$ cat config.mk
export PLATFORM = sky130hd
export DESIGN_NAME = lsu_ipr_bank
export DESIGN_NICKNAME = d
export VERILOG_FILES = /design/src/design/ipr_pkg.sv /design/src/design/merge_file.sv /design/src/design/lsu_ipr_bank.sv
export SDC_FILE = /design/constraint.sdc
export NUM_CORES = 1
export LEC_CHECK = 0
export BUFFER_PORTS_ARGS = -buffer_cell sky130_fd_sc_hd__buf_2
export CAP_MARGIN = 20
export CORE_MARGIN = 2
export CORE_UTILIZATION = 51
export CTS_CLUSTER_DIAMETER = 100
export DETAILED_ROUTE_END_ITERATION = 10
export PLACE_DENSITY = 0.72
export SYNTH_ARGS = -nofsm -noshare
export SYNTH_HDL_FRONTEND = slang
export SYNTH_SLANG_ARGS = --single-unit
$ cat constraint.sdc
create_clock -name mclk -period 11.6 [get_ports mclk]
set_input_delay 3.48 -clock mclk [delete_from_list [all_inputs] [get_ports mclk]]
set_output_delay 3.48 -clock mclk [all_outputs]
set_load 0.01 [all_outputs]
$ cat src/design/ipr_pkg.sv
// constants and types for the load/store control register group
// ****************************************************************
// Behaviour
// - chip reset clears the mode register; timeout reset clears only arbiter block
// - load_merge_off forces new load entries that never merge afterwards
// - write_buffer_force_drain drains the write buffer while any entry is valid
// - store_merge_off forces new store entries that never merge afterwards
// - io_load_merge_off stops loads with address bit 39 set from merging
// - drain_timer_off: oldest store waits for load_locked or a second entry
// - arbiter_block masks load and store requests; retry, replay, fetch, barrier pass
// - mode bit 6 reads one while any load miss is outstanding
// - mode bit 7 reads one while any store is outstanding
// - any write to the invalidate register clears valid bits in both banks
// - write-only register holds the alternate privilege mode for privileged loads/stores
// - enabled counter low half increments each cycle; upper half is an offset
// - writing the cycle counter changes bits 63..32 only
// - reading the cycle counter returns all 64 bits
// - counting starts three cycles after an enabling control write
// - chip reset leaves the counter disabled
// - control write loads bits 31..4, zeroes bits 3..0, keeps upper half
// - control bit 32 enables counting when one, disables when zero
// ****************************************************************
package ipr_pkg;
   // register selects on the privileged write/read ports
   typedef enum logic [2:0] {
      SEL_MODE = 3'h0,
      SEL_INVALIDATE = 3'h1,
      SEL_ALT_PRIV = 3'h2,
      SEL_COUNTER = 3'h3,
      SEL_COUNTER_CTL = 3'h4
   } reg_sel_type;

   typedef enum logic [1:0] {
      PRIV_KERNEL = 2'h0,
      PRIV_EXECUTIVE = 2'h1,
      PRIV_SUPERVISOR = 2'h2,
      PRIV_USER = 2'h3
   } priv_mode_type;

   // mode register fields
   localparam int MODE_LOAD_NOMERGE = 0;
   localparam int MODE_FORCE_DRAIN = 1;
   localparam int MODE_STORE_NOMERGE = 2;
   localparam int MODE_IO_NOMERGE = 3;
   localparam int MODE_TIMER_OFF = 4;
   localparam int MODE_ARB_BLOCK = 5;
   localparam int MODE_LOAD_PEND = 6;
   localparam int MODE_STORE_PEND = 7;
   localparam int MODE_CTRL_W = 6;
   localparam logic [5:0] MODE_RST = 6'h00;
   localparam logic [1:0] ALT_RST = 2'h0;

   // cycle counter fields
   localparam int DATA_W = 64;
   localparam int HALF_W = 32;
   localparam int CTL_ENA_BIT = 32;
   localparam int CTL_CNT_LSB = 4;
   localparam logic [63:0] CNT_RST = 64'h0000_0000_0000_0000;
   localparam int ENA_DELAY = 3;

   // miss queue and write buffer
   localparam int ADDR_W = 40;
   localparam int IO_ADDR_BIT = 39;
   localparam int LINE_LSB = 5;
   localparam int LINE_W = ADDR_W - LINE_LSB;
   localparam int QUEUE_DEPTH = 4;
   localparam int IDX_W = 2;
   localparam int CNT_W = 3;
   localparam int DRAIN_CYCLES = 64;
   localparam int TIMER_W = 6;
   localparam logic [5:0] TIMER_LAST = 6'(DRAIN_CYCLES - 1);
endpackage

$ cat src/design/merge_file.sv
// tracking file for outstanding misses with merge and per-entry merge lock
`timescale 1ns/1ns
`default_nettype none
module merge_file (
   input wire logic mclk,
   input wire logic nrst,
   input wire logic ce,
   input wire logic issue_valid,
   input wire logic [ipr_pkg::LINE_W-1:0] issue_line,
   input wire logic no_merge,
   output logic issue_ready,
   input wire logic retire_valid,
   input wire logic [ipr_pkg::IDX_W-1:0] retire_idx,
   output logic any_valid,
   output logic [ipr_pkg::CNT_W-1:0] entry_count
);
   localparam int DEPTH = ipr_pkg::QUEUE_DEPTH;

   logic [DEPTH-1:0] valid_r;
   logic [DEPTH-1:0] valid_nxt;
   logic [DEPTH-1:0] lock_r;
   logic [ipr_pkg::LINE_W-1:0] line_r [DEPTH];
   logic [DEPTH-1:0] hit;
   logic [ipr_pkg::IDX_W-1:0] free_idx;
   logic free_ok;
   logic merge;
   logic alloc;

   // ****************************************
   // match and free slot search
   // ****************************************
   // locked entries never match, so a merge can never land in them
   always_comb begin
      hit = '0;
      free_idx = '0;
      free_ok = 1'b0;
      for (int i = DEPTH - 1; i >= 0; i--) begin
         if (!valid_r[i]) begin
            free_ok = 1'b1;
            free_idx = i[ipr_pkg::IDX_W-1:0];
         end
         hit[i] = valid_r[i] && !lock_r[i] && (line_r[i] == issue_line);
      end
   end

   // merge decision and allocation
   assign merge = issue_valid && !no_merge && (|hit);
   assign alloc = issue_valid && !merge && free_ok;
   assign issue_ready = merge || free_ok; // a full file stalls the issuer unless the issue merges
   assign any_valid = |valid_r;
   assign entry_count = ipr_pkg::CNT_W'($countones(valid_r));

   always_comb begin
      valid_nxt = valid_r;
      if (retire_valid) begin
         valid_nxt[retire_idx] = 1'b0;
      end
      if (alloc) begin
         valid_nxt[free_idx] = 1'b1;
      end
   end

   // entry state
   always_ff @(posedge mclk) begin
      if (!nrst) begin
         valid_r <= '0;
         lock_r <= '0;
      end else if (ce && alloc) begin
         valid_r <= valid_nxt;
         lock_r[free_idx] <= no_merge;
      end else if (ce) begin
         valid_r <= valid_nxt;
      end
   end

   // line addresses need no reset: only valid entries are compared
   always_ff @(posedge mclk) begin
      if (ce && alloc) begin
         line_r[free_idx] <= issue_line;
      end
   end

   a_nomerge_alloc: assert property (@(posedge mclk) disable iff (!nrst)
      (ce && issue_valid && no_merge && free_ok) |=> (entry_count == $past(entry_count)
      + ipr_pkg::CNT_W'(1) - ipr_pkg::CNT_W'($past(retire_valid && valid_r[retire_idx]))))
      else $error("no-merge issue did not take a new entry");
endmodule
`default_nettype wire

$ cat src/design/lsu_ipr_bank.sv
// load/store unit control registers, miss arbiter gating and cycle counter
`timescale 1ns/1ns
`default_nettype none
module lsu_ipr_bank (
   input wire logic mclk,
   input wire logic nrst,
   input wire logic ce,
   input wire logic timeout_rst,
   input wire logic reg_wr_en,
   input wire logic [2:0] reg_wr_sel,
   input wire logic [63:0] reg_wr_data,
   input wire logic reg_rd_en,
   input wire logic [2:0] reg_rd_sel,
   output logic [63:0] reg_rd_data,
   output logic reg_rd_valid,
   input wire logic ld_issue_valid,
   input wire logic [39:0] ld_issue_addr,
   output logic ld_issue_ready,
   input wire logic ld_retire_valid,
   input wire logic [1:0] ld_retire_idx,
   input wire logic st_issue_valid,
   input wire logic [39:0] st_issue_addr,
   output logic st_issue_ready,
   input wire logic st_retire_valid,
   input wire logic [1:0] st_retire_idx,
   input wire logic load_locked_issue,
   input wire logic retry_req,
   input wire logic replay_req,
   input wire logic barrier_req,
   input wire logic ifetch_req,
   output logic retry_grant,
   output logic replay_grant,
   output logic barrier_grant,
   output logic ifetch_grant,
   output logic ld_grant,
   output logic st_grant,
   output logic write_buffer_force_drain,
   output logic dc_inval_bank0,
   output logic dc_inval_bank1,
   output logic [1:0] alternate_privilege
);

   logic [ipr_pkg::MODE_CTRL_W-1:0] mode_r;
   logic [ipr_pkg::MODE_CTRL_W-1:0] mode_nxt;
   logic [1:0] alt_r;
   logic inval_r;
   logic [63:0] cnt_r;
   logic [63:0] cnt_nxt;
   logic [ipr_pkg::ENA_DELAY-1:0] run_r;
   logic [ipr_pkg::TIMER_W-1:0] timer_r;
   logic ll_seen_r;
   logic [63:0] rd_data_r;
   logic rd_valid_r;

   // ****************************************
   // write decode
   // ****************************************
   // write-only registers read back as zero; no bus error exists on this port
   wire wr_mode = reg_wr_en && (reg_wr_sel == ipr_pkg::SEL_MODE);
   wire wr_inval = reg_wr_en && (reg_wr_sel == ipr_pkg::SEL_INVALIDATE);
   wire wr_alt = reg_wr_en && (reg_wr_sel == ipr_pkg::SEL_ALT_PRIV);
   wire wr_cnt = reg_wr_en && (reg_wr_sel == ipr_pkg::SEL_COUNTER);
   wire wr_ctl = reg_wr_en && (reg_wr_sel == ipr_pkg::SEL_COUNTER_CTL);

   // mode bit aliases
   wire load_merge_off = mode_r[ipr_pkg::MODE_LOAD_NOMERGE];
   wire drain_force = mode_r[ipr_pkg::MODE_FORCE_DRAIN];
   wire store_merge_off = mode_r[ipr_pkg::MODE_STORE_NOMERGE];
   wire io_load_merge_off = mode_r[ipr_pkg::MODE_IO_NOMERGE];
   wire drain_timer_off = mode_r[ipr_pkg::MODE_TIMER_OFF];
   wire arbiter_block = mode_r[ipr_pkg::MODE_ARB_BLOCK];

   // ****************************************
   // miss queue and write buffer
   // ****************************************
   wire ld_io = ld_issue_addr[ipr_pkg::IO_ADDR_BIT];
   wire ld_nomerge = load_merge_off || (io_load_merge_off && ld_io);
   wire ld_any;
   wire st_any;
   wire [ipr_pkg::CNT_W-1:0] ld_cnt;
   wire [ipr_pkg::CNT_W-1:0] st_cnt;

   merge_file u_miss_queue (
      .mclk(mclk),
      .nrst(nrst),
      .ce(ce),
      .issue_valid(ld_issue_valid),
      .issue_line(ld_issue_addr[ipr_pkg::ADDR_W-1:ipr_pkg::LINE_LSB]),
      .no_merge(ld_nomerge),
      .issue_ready(ld_issue_ready),
      .retire_valid(ld_retire_valid),
      .retire_idx(ld_retire_idx),
      .any_valid(ld_any),
      .entry_count(ld_cnt)
   );

   merge_file u_write_buffer (
      .mclk(mclk),
      .nrst(nrst),
      .ce(ce),
      .issue_valid(st_issue_valid),
      .issue_line(st_issue_addr[ipr_pkg::ADDR_W-1:ipr_pkg::LINE_LSB]),
      .no_merge(store_merge_off),
      .issue_ready(st_issue_ready),
      .retire_valid(st_retire_valid),
      .retire_idx(st_retire_idx),
      .any_valid(st_any),
      .entry_count(st_cnt)
   );

   // ****************************************
   // arbiter
   // ****************************************
   // the oldest store normally waits out the drain timer before asking
   wire timer_hit = (timer_r == ipr_pkg::TIMER_LAST);
   wire st_second = (st_cnt >= ipr_pkg::CNT_W'(2));
   wire st_low = drain_timer_off ? (ll_seen_r || st_second) : timer_hit;
   assign write_buffer_force_drain = drain_force && st_any;
   wire st_req = st_any && (write_buffer_force_drain || st_low);
   wire ld_req = ld_any;

   // fixed priority; loads and stores masked while blocked
   wire ld_ok = ld_req && !arbiter_block;
   wire st_ok = st_req && !arbiter_block;
   assign retry_grant = retry_req;
   assign replay_grant = replay_req && !retry_req;
   assign barrier_grant = barrier_req && !retry_req && !replay_req;
   wire hi_busy = retry_req || replay_req || barrier_req;
   assign ifetch_grant = ifetch_req && !hi_busy;
   assign ld_grant = ld_ok && !hi_busy && !ifetch_req;
   assign st_grant = st_ok && !hi_busy && !ifetch_req && !ld_ok;

   // drain timer restarts whenever a store wins or the buffer empties
   always_ff @(posedge mclk) begin
      if (!nrst) begin
         timer_r <= '0;
      end else if (ce && (st_grant || !st_any || drain_timer_off)) begin
         timer_r <= '0;
      end else if (ce && !timer_hit) begin
         timer_r <= timer_r + ipr_pkg::TIMER_W'(1);
      end
   end

   // a load_locked in the same cycle as a grant still counts
   always_ff @(posedge mclk) begin
      if (!nrst) begin
         ll_seen_r <= 1'b0;
      end else if (ce) begin
         ll_seen_r <= load_locked_issue || (ll_seen_r && !st_grant && st_any);
      end
   end

   // ****************************************
   // mode, invalidate and alternate privilege
   // ****************************************
   // timeout reset beats a same-cycle write so the arbiter is always freed
   always_comb begin
      mode_nxt = wr_mode ? reg_wr_data[ipr_pkg::MODE_CTRL_W-1:0] : mode_r;
      if (timeout_rst) begin
         mode_nxt[ipr_pkg::MODE_ARB_BLOCK] = 1'b0;
      end
   end

   always_ff @(posedge mclk) begin
      if (!nrst) begin
         mode_r <= ipr_pkg::MODE_RST;
         alt_r <= ipr_pkg::ALT_RST;
         inval_r <= 1'b0;
      end else if (ce) begin
         mode_r <= mode_nxt;
         alt_r <= wr_alt ? reg_wr_data[1:0] : alt_r;
         inval_r <= wr_inval;
      end
   end

   // one-cycle clear of every valid bit, data value ignored
   assign dc_inval_bank0 = inval_r;
   assign dc_inval_bank1 = inval_r;
   assign alternate_privilege = alt_r;

   // ****************************************
   // cycle counter
   // ****************************************
   // enable travels down a three-stage pipe, so disable lags equally
   wire cnt_inc = run_r[ipr_pkg::ENA_DELAY-1];
   wire [31:0] lo_inc = cnt_r[31:0] + 32'h1;
   wire [31:0] ctl_lo = {reg_wr_data[31:ipr_pkg::CTL_CNT_LSB], 4'h0};

   // a control write wins over a same-cycle increment of the low half
   always_comb begin
      cnt_nxt = cnt_r;
      if (cnt_inc) begin
         cnt_nxt[31:0] = lo_inc;
      end
      if (wr_ctl) begin
         cnt_nxt[31:0] = ctl_lo;
      end
      if (wr_cnt) begin
         cnt_nxt[63:32] = reg_wr_data[63:32];
      end
   end

   always_ff @(posedge mclk) begin
      if (!nrst) begin
         cnt_r <= ipr_pkg::CNT_RST;
         run_r <= '0;
      end else if (ce) begin
         cnt_r <= cnt_nxt;
         run_r[0] <= wr_ctl ? reg_wr_data[ipr_pkg::CTL_ENA_BIT] : run_r[0];
         run_r[ipr_pkg::ENA_DELAY-1:1] <= run_r[ipr_pkg::ENA_DELAY-2:0];
      end
   end

   // ****************************************
   // read port
   // ****************************************
   wire [7:0] mode_view = {st_any, ld_any, mode_r};
   wire rd_mode = (reg_rd_sel == ipr_pkg::SEL_MODE);
   wire rd_cnt = (reg_rd_sel == ipr_pkg::SEL_COUNTER);
   wire [63:0] rd_mux = rd_cnt ? cnt_r : (rd_mode ? {56'h0, mode_view} : 64'h0);

   always_ff @(posedge mclk) begin
      if (!nrst) begin
         rd_data_r <= '0;
         rd_valid_r <= 1'b0;
      end else if (ce) begin
         rd_data_r <= reg_rd_en ? rd_mux : rd_data_r;
         rd_valid_r <= reg_rd_en;
      end
   end

   assign reg_rd_data = rd_data_r;
   assign reg_rd_valid = rd_valid_r;

   // ****************************************
   // checks
   // ****************************************
   a_mode_reset: assert property (@(posedge mclk) disable iff (!nrst)
      $rose(nrst) |-> (mode_r == ipr_pkg::MODE_RST) && !run_r[0])
      else $error("mode register not cleared by reset");

   a_timeout_clear: assert property (@(posedge mclk) disable iff (!nrst)
      (ce && timeout_rst) |=> !arbiter_block
      && (mode_r[4:0] == $past(mode_nxt[4:0])))
      else $error("timeout reset handled arbiter block wrongly");

   a_drain_force: assert property (@(posedge mclk) disable iff (!nrst)
      (drain_force && st_any && !arbiter_block && !hi_busy && !ifetch_req && !ld_ok)
      |-> st_grant)
      else $error("forced drain did not request the write buffer");

   a_arb_block: assert property (@(posedge mclk) disable iff (!nrst)
      arbiter_block |-> !ld_grant && !st_grant && (retry_grant == retry_req))
      else $error("blocked arbiter granted a load or store");

   a_timer_low: assert property (@(posedge mclk) disable iff (!nrst)
      (drain_timer_off && st_any && !st_second && !ll_seen_r && !drain_force)
      |-> !st_grant)
      else $error("store arbitrated without trigger while timer off");

   a_pend_flags: assert property (@(posedge mclk) disable iff (!nrst)
      (ce && reg_rd_en && rd_mode) |=> reg_rd_valid
      && (reg_rd_data[7:6] == {$past(st_any), $past(ld_any)}))
      else $error("pending flags misreported");

   a_inval_pulse: assert property (@(posedge mclk) disable iff (!nrst)
      (ce && wr_inval) |=> dc_inval_bank0 && dc_inval_bank1)
      else $error("invalidate write gave no pulse");

   a_cnt_start: assert property (@(posedge mclk) disable iff (!nrst)
      (ce && wr_ctl && reg_wr_data[32] && !run_r[2] && !run_r[1])
      ##1 (ce && !reg_wr_en)[*4] |-> cnt_r[31:0] == $past(cnt_r[31:0], 3) + 32'h1)
      else $error("counter did not start three cycles after enable");

   a_ctl_load: assert property (@(posedge mclk) disable iff (!nrst)
      (ce && wr_ctl) |=> (cnt_r[31:0] == {$past(reg_wr_data[31:4]), 4'h0})
      && (cnt_r[63:32] == $past(cnt_r[63:32])))
      else $error("control write loaded counter wrongly");

   a_offset_write: assert property (@(posedge mclk) disable iff (!nrst)
      (ce && wr_cnt && !cnt_inc) |=> (cnt_r[31:0] == $past(cnt_r[31:0]))
      && (cnt_r[63:32] == $past(reg_wr_data[63:32])))
      else $error("counter write touched the low half");

   a_lo_wrap: assert property (@(posedge mclk) disable iff (!nrst)
      (ce && cnt_inc && !reg_wr_en && (cnt_r[31:0] == 32'hFFFF_FFFF))
      |=> (cnt_r[31:0] == 32'h0) && $stable(cnt_r[63:32]))
      else $error("low half wrap disturbed the offset");

   a_cnt_step: assert property (@(posedge mclk) disable iff (!nrst)
      (ce && cnt_inc && !reg_wr_en) |=> (cnt_r[31:0] == $past(cnt_r[31:0]) + 32'h1)
      && $stable(cnt_r[63:32]))
      else $error("enabled counter did not step by one");

   a_cnt_read: assert property (@(posedge mclk) disable iff (!nrst)
      (ce && reg_rd_en && rd_cnt) |=> reg_rd_valid && (reg_rd_data == $past(cnt_r)))
      else $error("counter read lost bits");

   a_alt_write: assert property (@(posedge mclk) disable iff (!nrst)
      (ce && wr_alt) |=> (alternate_privilege == $past(reg_wr_data[1:0])))
      else $error("alternate privilege write not held");
endmodule
`default_nettype wire

==> flow_metrics.env, run 1 <==
export IMPL_clock_path_buffers=3
export IMPL_muxShareOfSynthArea_pct=0.633
export IMPL_placed_area_um2=20500
export IMPL_setup_viol=0
export IMPL_cts_tree="yes"
export IMPL_synthAdderAreaFrac_pct=0.567
export IMPL_p_total_mw=3.41
export IMPL_syn_instance_count=1623
export IMPL_row_count=70
export IMPL_synth_compound_area_share_pct=8.36
export IMPL_yosysTopAreaCell="edfxtp_1"
export IMPL_clkLatencyLatePin_ns=0.58
export IMPL_routedWlPerCell_um=19.5
export IMPL_synthArstFlopShare_pct=0
export IMPL_maxSlewViolCount=0
export IMPL_min_path_type="flip-flop to flip-flop"
export IMPL_drtPass1Iterations=5
export IMPL_post_cts_repair_setup_buffers=0
export IMPL_synth_top_area_share_pct=44.3
export IMPL_crit_required_ns=8.12
export IMPL_synth_area_um2=19000
export IMPL_hold_viol=0
export IMPL_clock_fmax_ghz=0.108
export IMPL_fin_crit_ns=9.27
export IMPL_rsz0062_at_grt="no"
export IMPL_drive_above_1_share_pct=18.5
export IMPL_fillers=2974
export IMPL_vdd_drop_max_uv=163
export IMPL_cp_max_fo=9
export IMPL_clockRootBuffer="clkbuf_16"
export IMPL_grt_max_degree=109
export IMPL_numPortBuffers=236
export IMPL_crit_path_start_kind="primary input"
export IMPL_synthSimpleGateAreaFrac_pct=13.2
export IMPL_grt_pass1_wl_um=69900
export IMPL_yosys_warnings=0
export IMPL_syn_to_final_growth_pct=16.4
export IMPL_post_route_period_util_pct=79.9
export IMPL_vias_per_cell=5.67
export IMPL_fin_area_um2=22100
export IMPL_leakage_nw=7.52
export IMPL_worst_pin_slew_ns=1.08
export IMPL_synth_top_family_by_area="simple AND/OR/NAND/NOR gates"
export IMPL_antenna_found_initial=3
export IMPL_slew_headroom_pct=27.5
export IMPL_drt_wl_total_um=45200
export IMPL_maxCapViolCount=0
export IMPL_synth_xor_area_share_pct=13.0
export IMPL_vias=13130
export IMPL_grt_pass1_vias=12643
export IMPL_critPathArrivalTime_ns=5.79
export IMPL_grt_usage_pct=23.2
export IMPL_path_clk_slew_ns=0.06
export IMPL_initial_utilization_pct=51.9
export IMPL_synthTopCellsByArea="edfxtp_1, dfxtp_1, xnor2_1"
export IMPL_ctsResizeCount=0
export IMPL_drt_antenna_violating_nets=0
export IMPL_layout_nets=1986
export IMPL_avgSynthCellArea_um2=11.7
export IMPL_dpl_hpwl_um=30800
export IMPL_ios=247
export IMPL_synth_edf_count=280
export IMPL_critPathCaptureType="primary output"
export IMPL_yosysSeqAreaShare_pct=61.6
export IMPL_ff2ff_setup_slack_ns=8.49
export IMPL_drtIter0Drc=832
export IMPL_syn_num_nets=1800
export IMPL_ff2ff_path_depth=10
export IMPL_die_width_um=197
export IMPL_yosys_register_bits=444
export IMPL_tns_ns=0
export IMPL_hold_start="cnt_r[40]"
export IMPL_cts_sinks=444
export IMPL_r2r_end="timer_r[2]"
export IMPL_synth_cell_types=65
export IMPL_synthFlopType="edfxtp_1"
export IMPL_worstHoldEndpoint="cnt_r[40]"
export IMPL_timing_rr_start="u_write_buffer.valid_r[0]"
export IMPL_cts_hold_buf=0
export IMPL_die_area_um2=38800
export IMPL_drcViolationCount=0
export IMPL_pwr_density_cell_nw_per_um2=154
export IMPL_cts_made_buffers=46
export IMPL_hold_path_cell_count=2
export IMPL_grt_overflow_total=0
export IMPL_outcome="finished clean"
export IMPL_gp_congestion=0.866
export IMPL_h_tree_depth=2
export IMPL_skew_ns=0.0134
export IMPL_die_y_um=197
export IMPL_path_class="primary input to primary output"
export IMPL_core_area_um2=36600
[metal layers]
metal  vias up  GRT usage [%]  routed length (µm)
li1       6241              -                   -
met1      6274           31.5               19400
met2       509           36.1               20500
met3       102           4.60                3450
met4         4           10.4                1770
met5         -              0                  30
[kinds of logic (layout without fill, tap and decap cells)]
group,Yosys count,after routing
fa+ha+maj,8,8
compound gates,242,242
flops,444,444
buf+inv,131,352
other cells,0,2
simple gates,505,505
xor+xnor,281,281
mux,12,12
[where the power goes]
group          internal, mW  leakage, nW  switching [mW]  total, mW
Combinational        0.0761         2.90           0.128      0.204
Sequential             1.70         3.87          0.0121       1.71
Clock                 0.887        0.756           0.608       1.49
Total                  2.66         7.52           0.748       3.41
[area by class of cell]
type	instances	area, µm²	area share, %
flip-flops and latches	444	11700	52.9
multi-input cells	1048	6840	30.9
repair buffers	254	1380	6.25
clock buffers	59	1270	5.76
well taps	468	586	2.65
clock inverters	24	259	1.17
inverters	15	58.8	0.266
diodes	2	5.00	0.0227
[cells in the final DEF, fill, tap and decap left out, types with 10 or more instances in the layout]
cell	instances
nor2_1	133
edfxtp_1	280
buf_2	236
inv_1	14
clkbuf_16	48
mux2i_1	12
buf_4	13
a21oi_1	72
a22oi_1	69
and2_1	10
a22o_1	10
xnor2_1	258
clkinv_2	10
nor3_1	18
xor2_1	23
dfxtp_1	164
o31ai_1	10
nand3_1	33
nand4_1	89
nor4_1	32
o21ai_0	32
and3_1	10
nand2_1	128
[sequential cells by signal (all words and copies together), names as in the netlist, 2 cells and up]
signal / cells
alternate_privilege: 2
cnt_r: 64
mode_r: 6
reg_rd_data: 64
run_r: 3
timer_r: 6
u_miss_queue.line_r: 140
u_miss_queue.lock_r: 4
u_miss_queue.valid_r: 4
u_write_buffer.line_r: 140
u_write_buffer.lock_r: 4
u_write_buffer.valid_r: 4
[synth_stat cells, types with 2 or more instances]
cell type	number
a211oi_1	9
a21oi_1	72
a22o_1	10
a22oi_1	69
a2bb2oi_1	3
a311oi_1	3
a31oi_1	4
and2_1	10
and3_1	10
and4_1	5
buf_1	6
buf_2	3
buf_4	2
clkbuf_1	104
dfxtp_1	164
edfxtp_1	280
ha_1	7
inv_1	14
mux2i_1	12
nand2_1	129
nand2b_1	2
nand3_1	33
nand3b_1	3
nand4_1	89
nand4_2	2
nor2_1	137
nor2b_1	7
nor3_1	20
nor3b_1	4
nor4_1	32
o211ai_1	3
o21a_1	5
o21ai_0	33
o21ai_1	3
o221a_2	2
o22ai_1	2
o311ai_0	2
o31a_1	2
o31ai_1	10
o41ai_1	3
or3_1	9
or3b_1	2
xnor2_1	258
xor2_1	23
[worst max-delay path by stage]
| stage | startpoint | end | slack [ns] | depth (start not counted) |
|---|---|---|---|---|
| after floorplan | ld_issue_addr[16] | ld_issue_ready | 3.11 | 9 |
| after global placement | ld_issue_addr[28] | ld_issue_ready | 2.38 | 9 |
| after detailed placement | ld_issue_addr[28] | ld_issue_ready | 2.27 | 9 |
| after CTS | ld_issue_addr[28] | ld_issue_ready | 2.26 | 9 |
| after global routing | ld_issue_addr[31] | ld_issue_ready | 2.13 | 9 |
| final | ld_issue_addr[28] | ld_issue_ready | 2.33 | 9 |
[worst max-delay path: stages]
cell and delay, ns:
buf_2 0.21, xnor2_1 0.15, nand4_1 0.15, nor3_1 0.47, nand4_1 0.23, nand4_1 0.23
and3_1 0.48, or3b_1 0.24, buf_2 0.15
[through the flow]
stage | setup slack, ns | std cells | utilization [%] | hold WS [ns]
finish | 2.33 | 2314 | 60.3 | 0.454
detailed placement | 2.27 | 2225 | 55.9 | 0.447
global route | 2.13 | 2312 | 60.3 | 0.478
floorplan | 3.11 | 1623 | - | 0.434
global placement | 2.38 | 2224 | 55.9 | 0.441
CTS | 2.26 | 2308 | 60.1 | 0.455
Power figures use the tool's default switching activity.
==> run 2, diff against run 1 <==
PLACE_DENSITY = 0.75   (was 0.72)
clock period = 8.3 ns   (was 11.6 ns; I/O delays follow)
==> flow_metrics.env, run 2 (synthesized netlist as in run 1, its figures left out) <==
export IMPL_cts_made_buffers=47
export IMPL_vdd_drop_max_uv=179
export IMPL_maxSlewViolCount=0
export IMPL_pwr_density_cell_nw_per_um2=221
export IMPL_min_path_type="flip-flop to flip-flop"
export IMPL_ff2ff_setup_slack_ns=5.10
export IMPL_leakage_nw=7.57
export IMPL_dpl_hpwl_um=30800
export IMPL_slew_headroom_pct=28.0
export IMPL_ctsResizeCount=0
export IMPL_drtIter0Drc=929
export IMPL_crit_required_ns=5.81
export IMPL_layout_nets=1986
export IMPL_hold_path_cell_count=2
export IMPL_die_y_um=197
export IMPL_drtPass1Iterations=5
export IMPL_worstHoldEndpoint="cnt_r[40]"
export IMPL_fillers=2896
export IMPL_ios=247
export IMPL_grt_max_degree=79
export IMPL_cts_hold_buf=0
export IMPL_hold_start="cnt_r[40]"
export IMPL_dp_cells=2226
export IMPL_whs_ns=0.453
export IMPL_row_count=70
export IMPL_grt_overflow_total=0
export IMPL_cts_sinks=444
export IMPL_outcome="finished clean"
export IMPL_die_area_um2=38800
export IMPL_vias=13287
export IMPL_clock_fmax_ghz=0.135
export IMPL_critPathCaptureType="primary output"
export IMPL_post_cts_repair_setup_buffers=0
export IMPL_h_tree_depth=2
export IMPL_post_route_period_util_pct=89.5
export IMPL_r2r_end="timer_r[2]"
export IMPL_drive_above_1_share_pct=18.8
export IMPL_routedWlPerCell_um=19.7
export IMPL_diodes=0
export IMPL_rsz0062_at_grt="no"
export IMPL_final_common_cell="edfxtp_1"
export IMPL_placed_area_um2=20500
export IMPL_initial_utilization_pct=51.9
export IMPL_path_class="primary input to primary output"
export IMPL_multi_input_area_um2=6840
export IMPL_skew_ns=0.0195
export IMPL_largestRegisters="u_miss_queue.line_r: 140 flops, u_write_buffer.line_r: 140 flops"
export IMPL_gp_congestion=0.953
export IMPL_layout_common_cells="edfxtp_1, xnor2_1, buf_2"
export IMPL_setup_viol=0
export IMPL_drt_antenna_violating_nets=0
export IMPL_grt_pass1_wl_um=71000
export IMPL_drcViolationCount=0
export IMPL_path_clk_slew_ns=0.06
export IMPL_fin_crit_ns=7.43
export IMPL_critPathArrivalTime_ns=4.94
export IMPL_sequential_cell_area_um2=11700
export IMPL_maxCapViolCount=0
export IMPL_p_total_mw=4.89
export IMPL_fin_area_um2=22200
export IMPL_syn_to_final_growth_pct=16.7
export IMPL_crit_path_start_kind="primary input"
export IMPL_clkLatencyLatePin_ns=0.58
export IMPL_hold_viol=0
export IMPL_timing_rr_start="u_write_buffer.valid_r[0]"
export IMPL_worst_pin_slew_ns=1.08
export IMPL_vias_per_cell=5.74
export IMPL_ff2ff_path_depth=10
export IMPL_antenna_found_initial=0
export IMPL_cts_tree="yes"
export IMPL_grt_pass1_vias=12937
export IMPL_clock_path_buffers=3
export IMPL_cp_max_fo=9
export IMPL_numPortBuffers=236
export IMPL_tns_ns=0
export IMPL_core_area_um2=36600
export IMPL_final_cells=2316
export IMPL_clockRootBuffer="clkbuf_16"
export IMPL_drt_wl_total_um=45700
export IMPL_die_width_um=197
export IMPL_grt_usage_pct=23.4
## run 2: changes by cell type in the layout (fill, tap and decap cells not counted), moves of 2 or more
cell / previous run / this run
clkbuf_1: 8 / 5
diode_2: 2 / 0
clkbuf_8: 3 / 6
buf_4: 13 / 15
## run 2: per-layer routing
layer / vias to the layer above / global-route usage (%) / share of wire [%]
li1: 6231 / - / -
met1: 6412 / 32.3 / 43
met2: 562 / 37.4 / 46
met3: 82 / 4.02 / 8.5
met4: 0 / 8.58 / 2.7
met5: - / 0 / 0
## run 2: worst max-delay path by stage
stage	from	end	slack, ns	cells after the start
floorplan	ld_issue_addr[16]	ld_issue_ready	1.79	9
global placement	ld_issue_addr[38]	ld_issue_ready	1.04	9
detailed placement	ld_issue_addr[38]	ld_issue_ready	1.03	9
CTS	ld_issue_addr[38]	ld_issue_ready	0.99	9
global route	ld_issue_addr[38]	ld_issue_ready	0.82	9
finish	ld_issue_addr[38]	ld_issue_ready	0.87	9
## run 2: cell type report
cell class                      instances  share of cell area, %
Clock inverter                         28                   1.49
Inverter                               15                  0.265
Sequential cell                       444                   52.8
Tap cell                              468                   2.64
Timing Repair Buffer                  253                   6.02
Multi-Input combinational cell       1048                   30.8
Clock buffer                           60                   5.99
## run 2: worst max-delay path, stage by stage
cell	delay [ns]
buf_2	0.17
xnor2_1	0.35
nand2_1	0.12
nor4_1	0.54
nand4_1	0.20
nand4_1	0.20
and3_1	0.49
or3b_1	0.23
buf_2	0.14
## run 2: per-stage QoR
| step | utilization (%) | setup slack (ns) |
|---|---|---|
| finish | 60.5 | 0.874 |
| global route | 60.5 | 0.820 |
| CTS | 60.4 | 0.989 |
| detailed placement | 55.9 | 1.03 |
| global placement | 55.9 | 1.04 |
| floorplan | - | 1.79 |
## run 2: report_power, final
group	switching [mW]	internal [mW]	total (mW)
clock	0.879	1.33	2.20
combinational	0.182	0.105	0.287
sequential	0.0169	2.38	2.40
